**config.mk**
```make
export PLATFORM = sky130hd
export DESIGN_NAME = adcods_output_stage
export DESIGN_NICKNAME = d
export VERILOG_FILES = /design/src/adcods_pkg.sv /design/src/adcods_output_stage.sv
export SDC_FILE = /design/constraint.sdc
export NUM_CORES = 1
export LEC_CHECK = 0
export ABC_AREA = 1
export BUFFER_PORTS_ARGS = -buffer_cell sky130_fd_sc_hd__buf_2
export CORE_MARGIN = 2
export CORE_UTILIZATION = 49
export DETAILED_ROUTE_END_ITERATION = 8
export HOLD_SLACK_MARGIN = 0.05
export PLACE_DENSITY = 0.92
export SLEW_MARGIN = 10
export SYNTH_ARGS = -nofsm -noshare
export SYNTH_HDL_FRONTEND = slang
export SYNTH_SLANG_ARGS = --single-unit
```
**constraint.sdc**
```tcl
create_clock -name mclk -period 2.2 [get_ports mclk]
set_input_delay 0.44 -clock mclk [delete_from_list [all_inputs] [get_ports mclk]]
set_output_delay 0.44 -clock mclk [all_outputs]
set_load 0.01 [all_outputs]
```
**src/adcods_pkg.sv**
```systemverilog
// Constants shared by the ADC output data stage: register map, field positions, reset values, timing.
// Assumes a 50 MHz master clock and a 32-bit AXI4-Lite register bus.
package adcods_pkg;

    localparam int          DATA_W        = 10;
    localparam int          FIFO_DEPTH    = 2;
    localparam int          PHASE_W       = 2;
    localparam logic [2:0]  PHASE_STEPS_M1 = 3'h3;

    localparam logic [3:0]  ADDR_CTRL     = 4'h0;
    localparam logic [3:0]  ADDR_PHASE    = 4'h4;
    localparam logic [3:0]  ADDR_STATUS   = 4'h8;

    localparam int          CTRL_TRISTATE_BIT    = 3;
    localparam int          CTRL_TRANSPARENT_BIT = 4;
    localparam int          CTRL_GRAY_BIT        = 5;
    localparam int          STAT_COUNT_LSB       = 0;
    localparam int          STAT_OUTVALID_BIT    = 2;

    localparam logic [2:0]        CTRL_RESET  = 3'h0;
    localparam logic [PHASE_W-1:0] PHASE_RESET = 2'h0;

    localparam logic [1:0]  RESP_OKAY     = 2'h0;
    localparam logic [1:0]  RESP_SLVERR   = 2'h2;

endpackage : adcods_pkg

```
**src/adcods_output_stage.sv**
```systemverilog
// ADC output data stage: buffers converter samples, latches them at a programmable phase,
// optionally Gray-codes them and drives a three-state parallel bus; AXI4-Lite control.
// Assumes samples and all inputs are synchronous to mclk; the pixel period spans four mclk cycles.
//
// Behaviour
// - Each sample is captured into the output latch at the programmed pixel-clock phase before it is driven.
// - Control bit 4 set to 1 makes the latch transparent so results pass without waiting for the phase.
// - Control bit 3 set to 1 releases every data output to high impedance so no level is driven.
// - Output coding is straight binary by default and Gray for every word captured while control bit 5 is 1.
//
// The AXI4-Lite interface to the registers and the address map are this design's own decisions.
`timescale 1ns/10ps

module adcods_output_stage
    import adcods_pkg::*;
(
    // Clock and reset.
    input  wire logic              mclk,
    input  wire logic              nrst,
    // Converter samples.
    input  wire logic [DATA_W-1:0] adcData,
    input  wire logic              adcValid,
    output logic                   adcReady,
    // Parallel output bus.
    output logic [DATA_W-1:0]      dataOut,
    output logic [DATA_W-1:0]      dataOutOe_n,
    output logic                   outValid,
    input  wire logic              outReady,
    // AXI4-Lite slave.
    input  wire logic [3:0]        s_axi_awaddr,
    input  wire logic              s_axi_awvalid,
    output logic                   s_axi_awready,
    input  wire logic [31:0]       s_axi_wdata,
    input  wire logic [3:0]        s_axi_wstrb,
    input  wire logic              s_axi_wvalid,
    output logic                   s_axi_wready,
    output logic [1:0]             s_axi_bresp,
    output logic                   s_axi_bvalid,
    input  wire logic              s_axi_bready,
    input  wire logic [3:0]        s_axi_araddr,
    input  wire logic              s_axi_arvalid,
    output logic                   s_axi_arready,
    output logic [31:0]            s_axi_rdata,
    output logic [1:0]             s_axi_rresp,
    output logic                   s_axi_rvalid,
    input  wire logic              s_axi_rready
);

    ////////////////////////////////////////////////////////////////////////////////////////////
    // All state of the stage in one record, registered as a whole.
    typedef struct packed {
        logic [2:0]                  ctrl;       // {gray, transparent, tristate}
        logic [PHASE_W-1:0]          phase;
        logic [2:0]                  phaseCnt;
        logic [1:0][DATA_W-1:0]      mem;
        logic                        wrPtr;
        logic                        rdPtr;
        logic [1:0]                  count;
        logic                        adcReady;
        logic [DATA_W-1:0]           dataOut;
        logic                        outValid;
        logic                        hiZ;
        logic                        awHave;
        logic [3:0]                  awAddr;
        logic                        wHave;
        logic [31:0]                 wData;
        logic [3:0]                  wStrb;
        logic                        awready;
        logic                        wready;
        logic                        bvalid;
        logic [1:0]                  bresp;
        logic                        arready;
        logic                        rvalid;
        logic [31:0]                 rdata;
        logic [1:0]                  rresp;
    } adcods_state_t;

    adcods_state_t st_reg;
    adcods_state_t st_next;

    function automatic logic [DATA_W-1:0] adcods_gray(input logic [DATA_W-1:0] bin);
        adcods_gray = bin ^ (bin >> 1);
    endfunction : adcods_gray

    function automatic logic [DATA_W-1:0] adcods_encode(input logic [DATA_W-1:0] bin, input logic useGray);
        adcods_encode = useGray ? adcods_gray(bin) : bin;
    endfunction : adcods_encode

    // Registers are whole aligned words, so the two low address bits take no part in the decode.
    function automatic logic adcods_hit(input logic [3:0] addr, input logic [3:0] offset);
        adcods_hit = ({addr[3:2], 2'h0} == offset);
    endfunction : adcods_hit

    ////////////////////////////////////////////////////////////////////////////////////////////
    // Decode strobes, every one assigned on every path of the next-state process.
    logic                push;
    logic                pop;
    logic                phaseHit;
    logic                doWrite;
    logic                hitCtrl;
    logic                hitPhase;
    logic                hitStatus;

    always_comb begin
        // Every field holds its value unless a branch below moves it.
        st_next = st_reg;

        // Pixel-period phase counter; every cycle of the period is one selectable phase.
        // The period restarts at every reset, so phase 0 is the cycle of the first edge after release.
        st_next.phaseCnt = (st_reg.phaseCnt == PHASE_STEPS_M1) ? 3'h0 : st_reg.phaseCnt + 3'h1;
        phaseHit = (st_reg.phaseCnt == {1'b0, st_reg.phase});

        // Two-entry sample buffer; a stalled receiver leaves samples queued, never dropped.
        push = adcValid && st_reg.adcReady;
        pop  = (st_reg.count != 2'h0) && (!st_reg.outValid || outReady)
               && (st_reg.ctrl[CTRL_TRANSPARENT_BIT-3] || phaseHit);
        if (push) begin
            st_next.mem[st_reg.wrPtr] = adcData;
            st_next.wrPtr = ~st_reg.wrPtr;
        end
        // Coding is applied at capture, so a later mode change never alters a word already on the bus.
        if (pop) begin
            st_next.rdPtr = ~st_reg.rdPtr;
            st_next.dataOut = adcods_encode(st_reg.mem[st_reg.rdPtr], st_reg.ctrl[CTRL_GRAY_BIT-3]);
            st_next.outValid = 1'b1;
        end else if (outReady) begin
            st_next.outValid = 1'b0;
        end
        st_next.count = st_reg.count + {1'b0, push} - {1'b0, pop};
        // Ready is registered from the next count, so a full buffer refuses the very next sample.
        st_next.adcReady = (st_next.count != 2'h2);
        // Releasing the bus moves only the enables, one cycle after the control write lands.
        st_next.hiZ = st_reg.ctrl[CTRL_TRISTATE_BIT-3];

        // Write address and data are taken independently, in either order.
        if (s_axi_awvalid && st_reg.awready) begin
            st_next.awHave = 1'b1;
            st_next.awAddr = s_axi_awaddr;
        end
        if (s_axi_wvalid && st_reg.wready) begin
            st_next.wHave = 1'b1;
            st_next.wData = s_axi_wdata;
            st_next.wStrb = s_axi_wstrb;
        end
        if (s_axi_bvalid && s_axi_bready) begin
            st_next.bvalid = 1'b0;
        end
        // A write lands only when both halves are held and the previous response has been taken.
        doWrite   = st_reg.awHave && st_reg.wHave && !st_reg.bvalid;
        hitCtrl   = adcods_hit(st_reg.awAddr, ADDR_CTRL);
        hitPhase  = adcods_hit(st_reg.awAddr, ADDR_PHASE);
        if (doWrite) begin
            st_next.awHave = 1'b0;
            st_next.wHave  = 1'b0;
            st_next.bvalid = 1'b1;
            // The status word is read-only, so a write to it is answered with an error and changes nothing.
            st_next.bresp  = (hitCtrl || hitPhase) ? RESP_OKAY : RESP_SLVERR;
            if (hitCtrl && st_reg.wStrb[0]) begin
                st_next.ctrl = st_reg.wData[CTRL_GRAY_BIT:CTRL_TRISTATE_BIT];
            end
            if (hitPhase && st_reg.wStrb[0]) begin
                st_next.phase = st_reg.wData[PHASE_W-1:0];
            end
        end
        // Address and data channels stay closed until the response has been taken.
        st_next.awready = !st_next.awHave && !st_next.bvalid;
        st_next.wready  = !st_next.wHave && !st_next.bvalid;

        // Read channel: one read under way at a time.
        if (s_axi_rvalid && s_axi_rready) begin
            st_next.rvalid = 1'b0;
        end
        // An unmapped offset reads as zero and answers with an error.
        hitStatus = adcods_hit(s_axi_araddr, ADDR_STATUS);
        if (s_axi_arvalid && st_reg.arready) begin
            st_next.rvalid = 1'b1;
            st_next.rresp  = RESP_OKAY;
            st_next.rdata  = 32'h0;
            if (adcods_hit(s_axi_araddr, ADDR_CTRL)) begin
                st_next.rdata[CTRL_GRAY_BIT:CTRL_TRISTATE_BIT] = st_reg.ctrl;
            end else if (adcods_hit(s_axi_araddr, ADDR_PHASE)) begin
                st_next.rdata[PHASE_W-1:0] = st_reg.phase;
            end else if (hitStatus) begin
                st_next.rdata[STAT_COUNT_LSB+1:STAT_COUNT_LSB] = st_reg.count;
                st_next.rdata[STAT_OUTVALID_BIT] = st_reg.outValid;
            end else begin
                st_next.rresp = RESP_SLVERR;
            end
        end
        st_next.arready = !st_next.rvalid;
    end

    ////////////////////////////////////////////////////////////////////////////////////////////
    // Synchronous reset; the readies come up high so a request may start at the first edge after release.
    always_ff @(posedge mclk) begin
        if (!nrst) begin
            st_reg         <= '0;
            st_reg.ctrl    <= CTRL_RESET;
            st_reg.phase   <= PHASE_RESET;
            st_reg.adcReady <= 1'b1;
            st_reg.awready <= 1'b1;
            st_reg.wready  <= 1'b1;
            st_reg.arready <= 1'b1;
        end else begin
            st_reg <= st_next;
        end
    end

    ////////////////////////////////////////////////////////////////////////////////////////////
    // Every port is a flip-flop of the state record.
    assign adcReady      = st_reg.adcReady;
    assign dataOut       = st_reg.dataOut;
    assign dataOutOe_n   = {DATA_W{st_reg.hiZ}};
    assign outValid      = st_reg.outValid;
    assign s_axi_awready = st_reg.awready;
    assign s_axi_wready  = st_reg.wready;
    assign s_axi_bresp   = st_reg.bresp;
    assign s_axi_bvalid  = st_reg.bvalid;
    assign s_axi_arready = st_reg.arready;
    assign s_axi_rdata   = st_reg.rdata;
    assign s_axi_rresp   = st_reg.rresp;
    assign s_axi_rvalid  = st_reg.rvalid;

endmodule : adcods_output_stage

```
* Yosys cells after proc, flatten, opt, wreduce, memory -nomap -nowiden
Cells that the tools add are included.
** Storage, ports and cells
- Bits in registers :: 102
- Word-level logic and storage cells :: 96
** Operators by class
- Add/sub/neg operators :: 3
- Magnitude comparators :: 3
- Eq/ne operators :: 6
- Mux-type cells :: 24
- Bitwise gates (word level) :: 4
- Reductions and logical operators :: 31
** Operators by type and width (number)
- 10-bit two-way mux :: 4
- 37-bit two-way mux :: 1
- 35-bit two-way mux :: 1
- 20-bit bitwise mux :: 1
- 1-bit logical AND :: 15
- 10-bit demux with 1-bit select :: 1
- 5-bit two-way mux :: 2
- 10-bit by 9-bit bitwise XOR with 10-bit output :: 1
- 3-bit two-way mux :: 3
- 2-bit two-way mux :: 4
- 1-bit two-way mux :: 7
- 1-bit logical NOT :: 6
- 2-bit by 1-bit equality test with 1-bit output, second input constant :: 2
- 2-bit logical NOT :: 2
- 1-bit by 2-bit less-than comparator with 1-bit output, second input constant :: 2
- 2-bit AND reduction :: 2
- 2-bit nonzero test :: 2
- 3-bit by 1-bit adder with 3-bit output, second input constant :: 1
- 3-bit by 2-bit equality test with 1-bit output :: 1
- 3-bit by 2-bit equality test with 1-bit output, second input constant :: 1
- 1-bit logical OR :: 3
- 1-bit NOT :: 3
- 2-bit by 1-bit adder with 2-bit output :: 1
- 2-bit equality test, second input constant :: 1
- other kinds (4) :: 4

* Depth between registers and ports, before layout
- Depth in word-level cells :: 6
- Mapped depth :: 16
- Gate-level depth less buffers :: 15

* Least setup slack after synthesis
Ideal clock, no wire load.
- Path kind :: input to register
- Start point :: input port outReady
- End point :: register, netlist name adcReady
- Arrival time :: 1825 ps
- Path slack :: 256 ps
- Stages on the path :: 12
- Path buffers :: 1
- Cells stage by stage :: nor2_1 nor2_1 buf_2 nand2_1 inv_1 ha_1 inv_1 ha_1 xor2_1 o21ai_0 a21oi_1 nand2_1
** On the way
- Longest elaborated chain between the ends :: 5
** RTL lines
- start, declared :: line adcods_output_stage.sv:28 : input wire logic outReady,
- 1-bit logical OR :: line adcods_output_stage.sv:115 : pop = (st_reg.count != 2'h0) && (!st_reg.outValid || outReady)
- 1-bit logical AND :: line adcods_output_stage.sv:115
- 1-bit logical AND :: line adcods_output_stage.sv:116 : && (st_reg.ctrl[CTRL_TRANSPARENT_BIT-3] || phaseHit);
- net pop :: line adcods_output_stage.sv:97 : logic pop;
- 2-bit by 1-bit subtractor with 2-bit output :: line adcods_output_stage.sv:129 : st_next.count = st_reg.count + {1'b0, push} - {1'b0, pop};
- 2-bit != test :: line adcods_output_stage.sv:131 : st_next.adcReady = (st_next.count != 2'h2);
The timed path passes the listed nets, and every way through them passes these cells.
A chain may end at the register's enable or synchronous reset.

* Worst setup path in the final report
- Start point :: register st_reg[123] in the netlist's numbering
- End point :: register, netlist name adcReady
** On the way
- Longest elaborated chain between the ends :: 5
** RTL lines
- start, declared :: line adcods_output_stage.sv:78 : adcods_state_t st_reg;
- start signal, assigned :: line adcods_output_stage.sv:205 : st_reg <= st_next;
- 3-bit by 2-bit equality test with 1-bit output :: line adcods_output_stage.sv:111 : phaseHit = (st_reg.phaseCnt == {1'b0, st_reg.phase});
- 1-bit logical OR :: line adcods_output_stage.sv:116
- 1-bit logical AND :: line adcods_output_stage.sv:116
- net pop :: line adcods_output_stage.sv:97
- 2-bit by 1-bit subtractor with 2-bit output :: line adcods_output_stage.sv:129
- 2-bit != test :: line adcods_output_stage.sv:131
The timed path passes the listed nets, and every way through them passes these cells.

==> results.txt <==
The clock net sink count came out at 68. The share of the synthesized area in the top cell type is 0.405. In the finished design, the share of the clock period the worst path needs comes to 0.889. The cell type contributing the most total cell area after synthesis is sky130_fd_sc_hd__dfxtp_1. The die is 86.8 um wide. The worst-path maximum fanout came out at 3. The initial antenna violation count was 0. Entering global routing, the biggest net connects 23 pins. Ranked by total cell area, the synthesized netlist is headed by sky130_fd_sc_hd__dfxtp_1 41%, sky130_fd_sc_hd__buf_4 13%, sky130_fd_sc_hd__nand2_1 12%.

The required time at the endpoint of the critical path is 2.42 ns. The floorplan core area is 6720 um2. The sort of element at the start of the critical path is a register. The first-pass detailed-route iteration total came out at 4. The number of standard-cell rows in the floorplan came out at 30. The net count of the finished layout came out at 583.

The met3 track demand over resource came out at 0.0524. For met2 alone, demand over resource in global routing was 0.303. The via count of the first global-routing pass came out at 2,663. Counting the buffers created by CTS gives 9. The area overhead of the layout relative to synthesis came out at 7.49%.

The worst endpoint data arrival time came out at 2.18 ns. The run finished with clean final reports. Input and output buffers added on the ports amount to 63.

The critical path is of the register to register type. STA classifies the critical path endpoint as a register. The met1 track demand over resource in global routing is 0.215. The maximum root-to-sink buffer count is 2. The number of H-tree branching levels came out at 3. Measured along the y axis, the die boundary spans 86.8 um. The number of synthesized flops with an enable pin came out at 0. The number of hold buffers added after cts is 0.

Ranked by instance count, the synthesized netlist is headed by 109 x sky130_fd_sc_hd__nand2_1, 68 x sky130_fd_sc_hd__dfxtp_1, 60 x sky130_fd_sc_hd__buf_4. After synthesis the cells add up to 3360 um2. The detailed-route DRC error count came out at 0.

The worst hold path class is primary input to register. The count of distinct cell types in the synthesized netlist came out at 20. Power spread over the standard cell area amounts to 1050 nW/um2.

In this run the most used layer during global routing was met2. Among all flip-flop cells after synthesis, the most frequent one is sky130_fd_sc_hd__dfxtp_1. Across the routed clock network, the largest skew measured is 0.0121 ns. For this block, the routed nets add up to 6510 um of wire. The initial utilization of the core area, before any placement, comes to 0.500.

The global-route total usage across every layer is 0.180. After the first detailed-routing iteration, the DRC count stood at 144. The final number of max-transition violations was 0. The buffer cell driving the clock tree root is sky130_fd_sc_hd__clkbuf_8. The total number of vias is 2,860.

The first-pass GRT wire length came out at 11,000 um. The max-capacitance violation count is 0. The headroom to the max-slew limit came out at 0.518. Setup violations remaining at the end of the flow were counted as 0. The count of yosys warnings during synthesis came out at 0. The number of nets with antenna violations after detailed routing is 0. The maximum resistive drop on vdd is 0.000427 V. The gate count after technology mapping came out at 483. In the routed layout, each cell is associated on average with a via count of 4.77.

The cell leakage power came out at 0.00181 uW. In this run the cell area measured after placement is 3400 um2. For the worst-skew pair, the clock arrives at the later sink with an insertion delay of 0.34 ns. The sum of overflow across all layers after global routing came out at 0. The sequential-to-total area share from yosys stat came out at 0.405.

The pin slew with the least headroom to its limit came out at 0.722 ns. The mean area per synthesized cell is 6.96 um2. Yosys instantiated no cell more often than sky130_fd_sc_hd__nand2_1. The clock-pin slew of the registers on the worst-case setup and hold paths came out at 0.07 ns. The last weighted congestion value of the routability-driven placer came out at 0.789. The share of layout cells above drive strength 1 came out at 0.165.

Timing would allow up to 0.512 GHz. The worst hold slack is 0.363 ns. The final antenna diode count came out at 0. The average routed wire per standard cell is 10.9 um. The number of endpoints with negative hold slack in the final report was 0. The I/O pin count is 126.

The detailed placer's ending HPWL came out at 4740 um. The number of inserted filler cells in the final layout is 651. After layout, the minimum clock period comes to 1.95 ns. TritonCTS built the clock tree. The fraction of synthesis flops using an asynchronous set or reset pin came out at 0. The area of the die came out at 7530 um2. The design area came out at 3610 um2. The register with the most flip-flops in the layout has 41 of them.

In this run, synthesis produced a sequential element count of 68.
==> cell type report <==
cell class / count / area, um2 / area share
clock buffers: 10 / 128 / 0.0353
inverters: 58 / 218 / 0.0603
clock inverters: 5 / 77.6 / 0.0215
repair buffers: 69 / 360 / 0.0998
flip-flops and latches: 68 / 1360 / 0.377
well taps: 80 / 100 / 0.0277
multi-input cells: 310 / 1370 / 0.378
==> power breakdown <==
group | switching, uW | internal, uW
logic | 725 | 410
clock network | 453 | 628
registers | 129 | 1440
==> routing by layer <==
layer | routed length, um | vias to the layer above
li1 | - | 1493
met1 | 2950 | 1270
met2 | 3050 | 89
met3 | 436 | 8
met4 | 74 | 0
met5 | 0 | -
==> through the flow <==
stage          total power [uW]  utilization  setup WS (ns)  TNS, ns  cells
3_5_place_dp               2700        0.506          0.176        0    584
6_report                   3790        0.537          0.245        0    600
2_1_floorplan              2560            -          0.256        0    510
4_1_cts                    3790        0.536          0.253        0    599
3_3_place_gp               2650        0.506          0.280        0    584
5_1_grt                    4060        0.537        -0.0211  -0.0232    600
==> cells by family after synthesis <==
| kind of cell | Yosys count | share of synthesized area |
|---|---|---|
| fa+ha+maj | 4 | 0.0149 |
| buf+inv | 132 | 0.218 |
| xor+xnor | 1 | 0.00261 |
| flops | 68 | 0.405 |
| simple gates | 193 | 0.231 |
| other cells | 1 | 0.00112 |
| compound gates | 84 | 0.127 |
==> critical path, stage by stage (launching register included) <==
cell	delay, ns
sky130_fd_sc_hd__dfxtp_1	0.35
sky130_fd_sc_hd__inv_1	0.07
sky130_fd_sc_hd__nor2_1	0.09
sky130_fd_sc_hd__nor2_1	0.05
sky130_fd_sc_hd__nand2_1	0.05
sky130_fd_sc_hd__nand2_1	0.07
sky130_fd_sc_hd__nand2_1	0.09
sky130_fd_sc_hd__inv_1	0.05
sky130_fd_sc_hd__ha_1	0.26
sky130_fd_sc_hd__inv_1	0.06
sky130_fd_sc_hd__ha_1	0.15
sky130_fd_sc_hd__xor2_1	0.19
sky130_fd_sc_hd__o21ai_0	0.09
sky130_fd_sc_hd__a21oi_1	0.19
sky130_fd_sc_hd__nand2_1	0.09
==> worst paths after layout <==
kind | endpoint | depth (start not counted) | slack, ns | startpoint
worst max-delay path | adcReady | 14 | 0.25 | st_reg[123]
worst min-delay path | st_reg[49] | 3 | 0.36 | s_axi_wdata[4]
worst max register to register | adcReady | 14 | 0.25 | st_reg[123]
worst min register to register | dataOutOe_n[0] | 2 | 0.45 | st_next[83]
==> layout by cell type, fill, tap and decap left out, drive strengths merged, types with 2 or more instances in the layout <==
cell type and instances:
or2 2, buf 69, nand2 109, o21ai 36
dfxtp 68, a21oi 45, ha 4, inv 58
nand3 35, clkinv 2, a31oi 2, conb 28
clkbuf 10, nor2 45, bufinv 2
==> what timing repair did <==
item | 4_1_cts | 5_1_grt
gates resized for setup | 0 | 0
buffers inserted | 0 | 1
setup endpoints to repair | 0 | 1
Power figures use the tool's default switching activity.
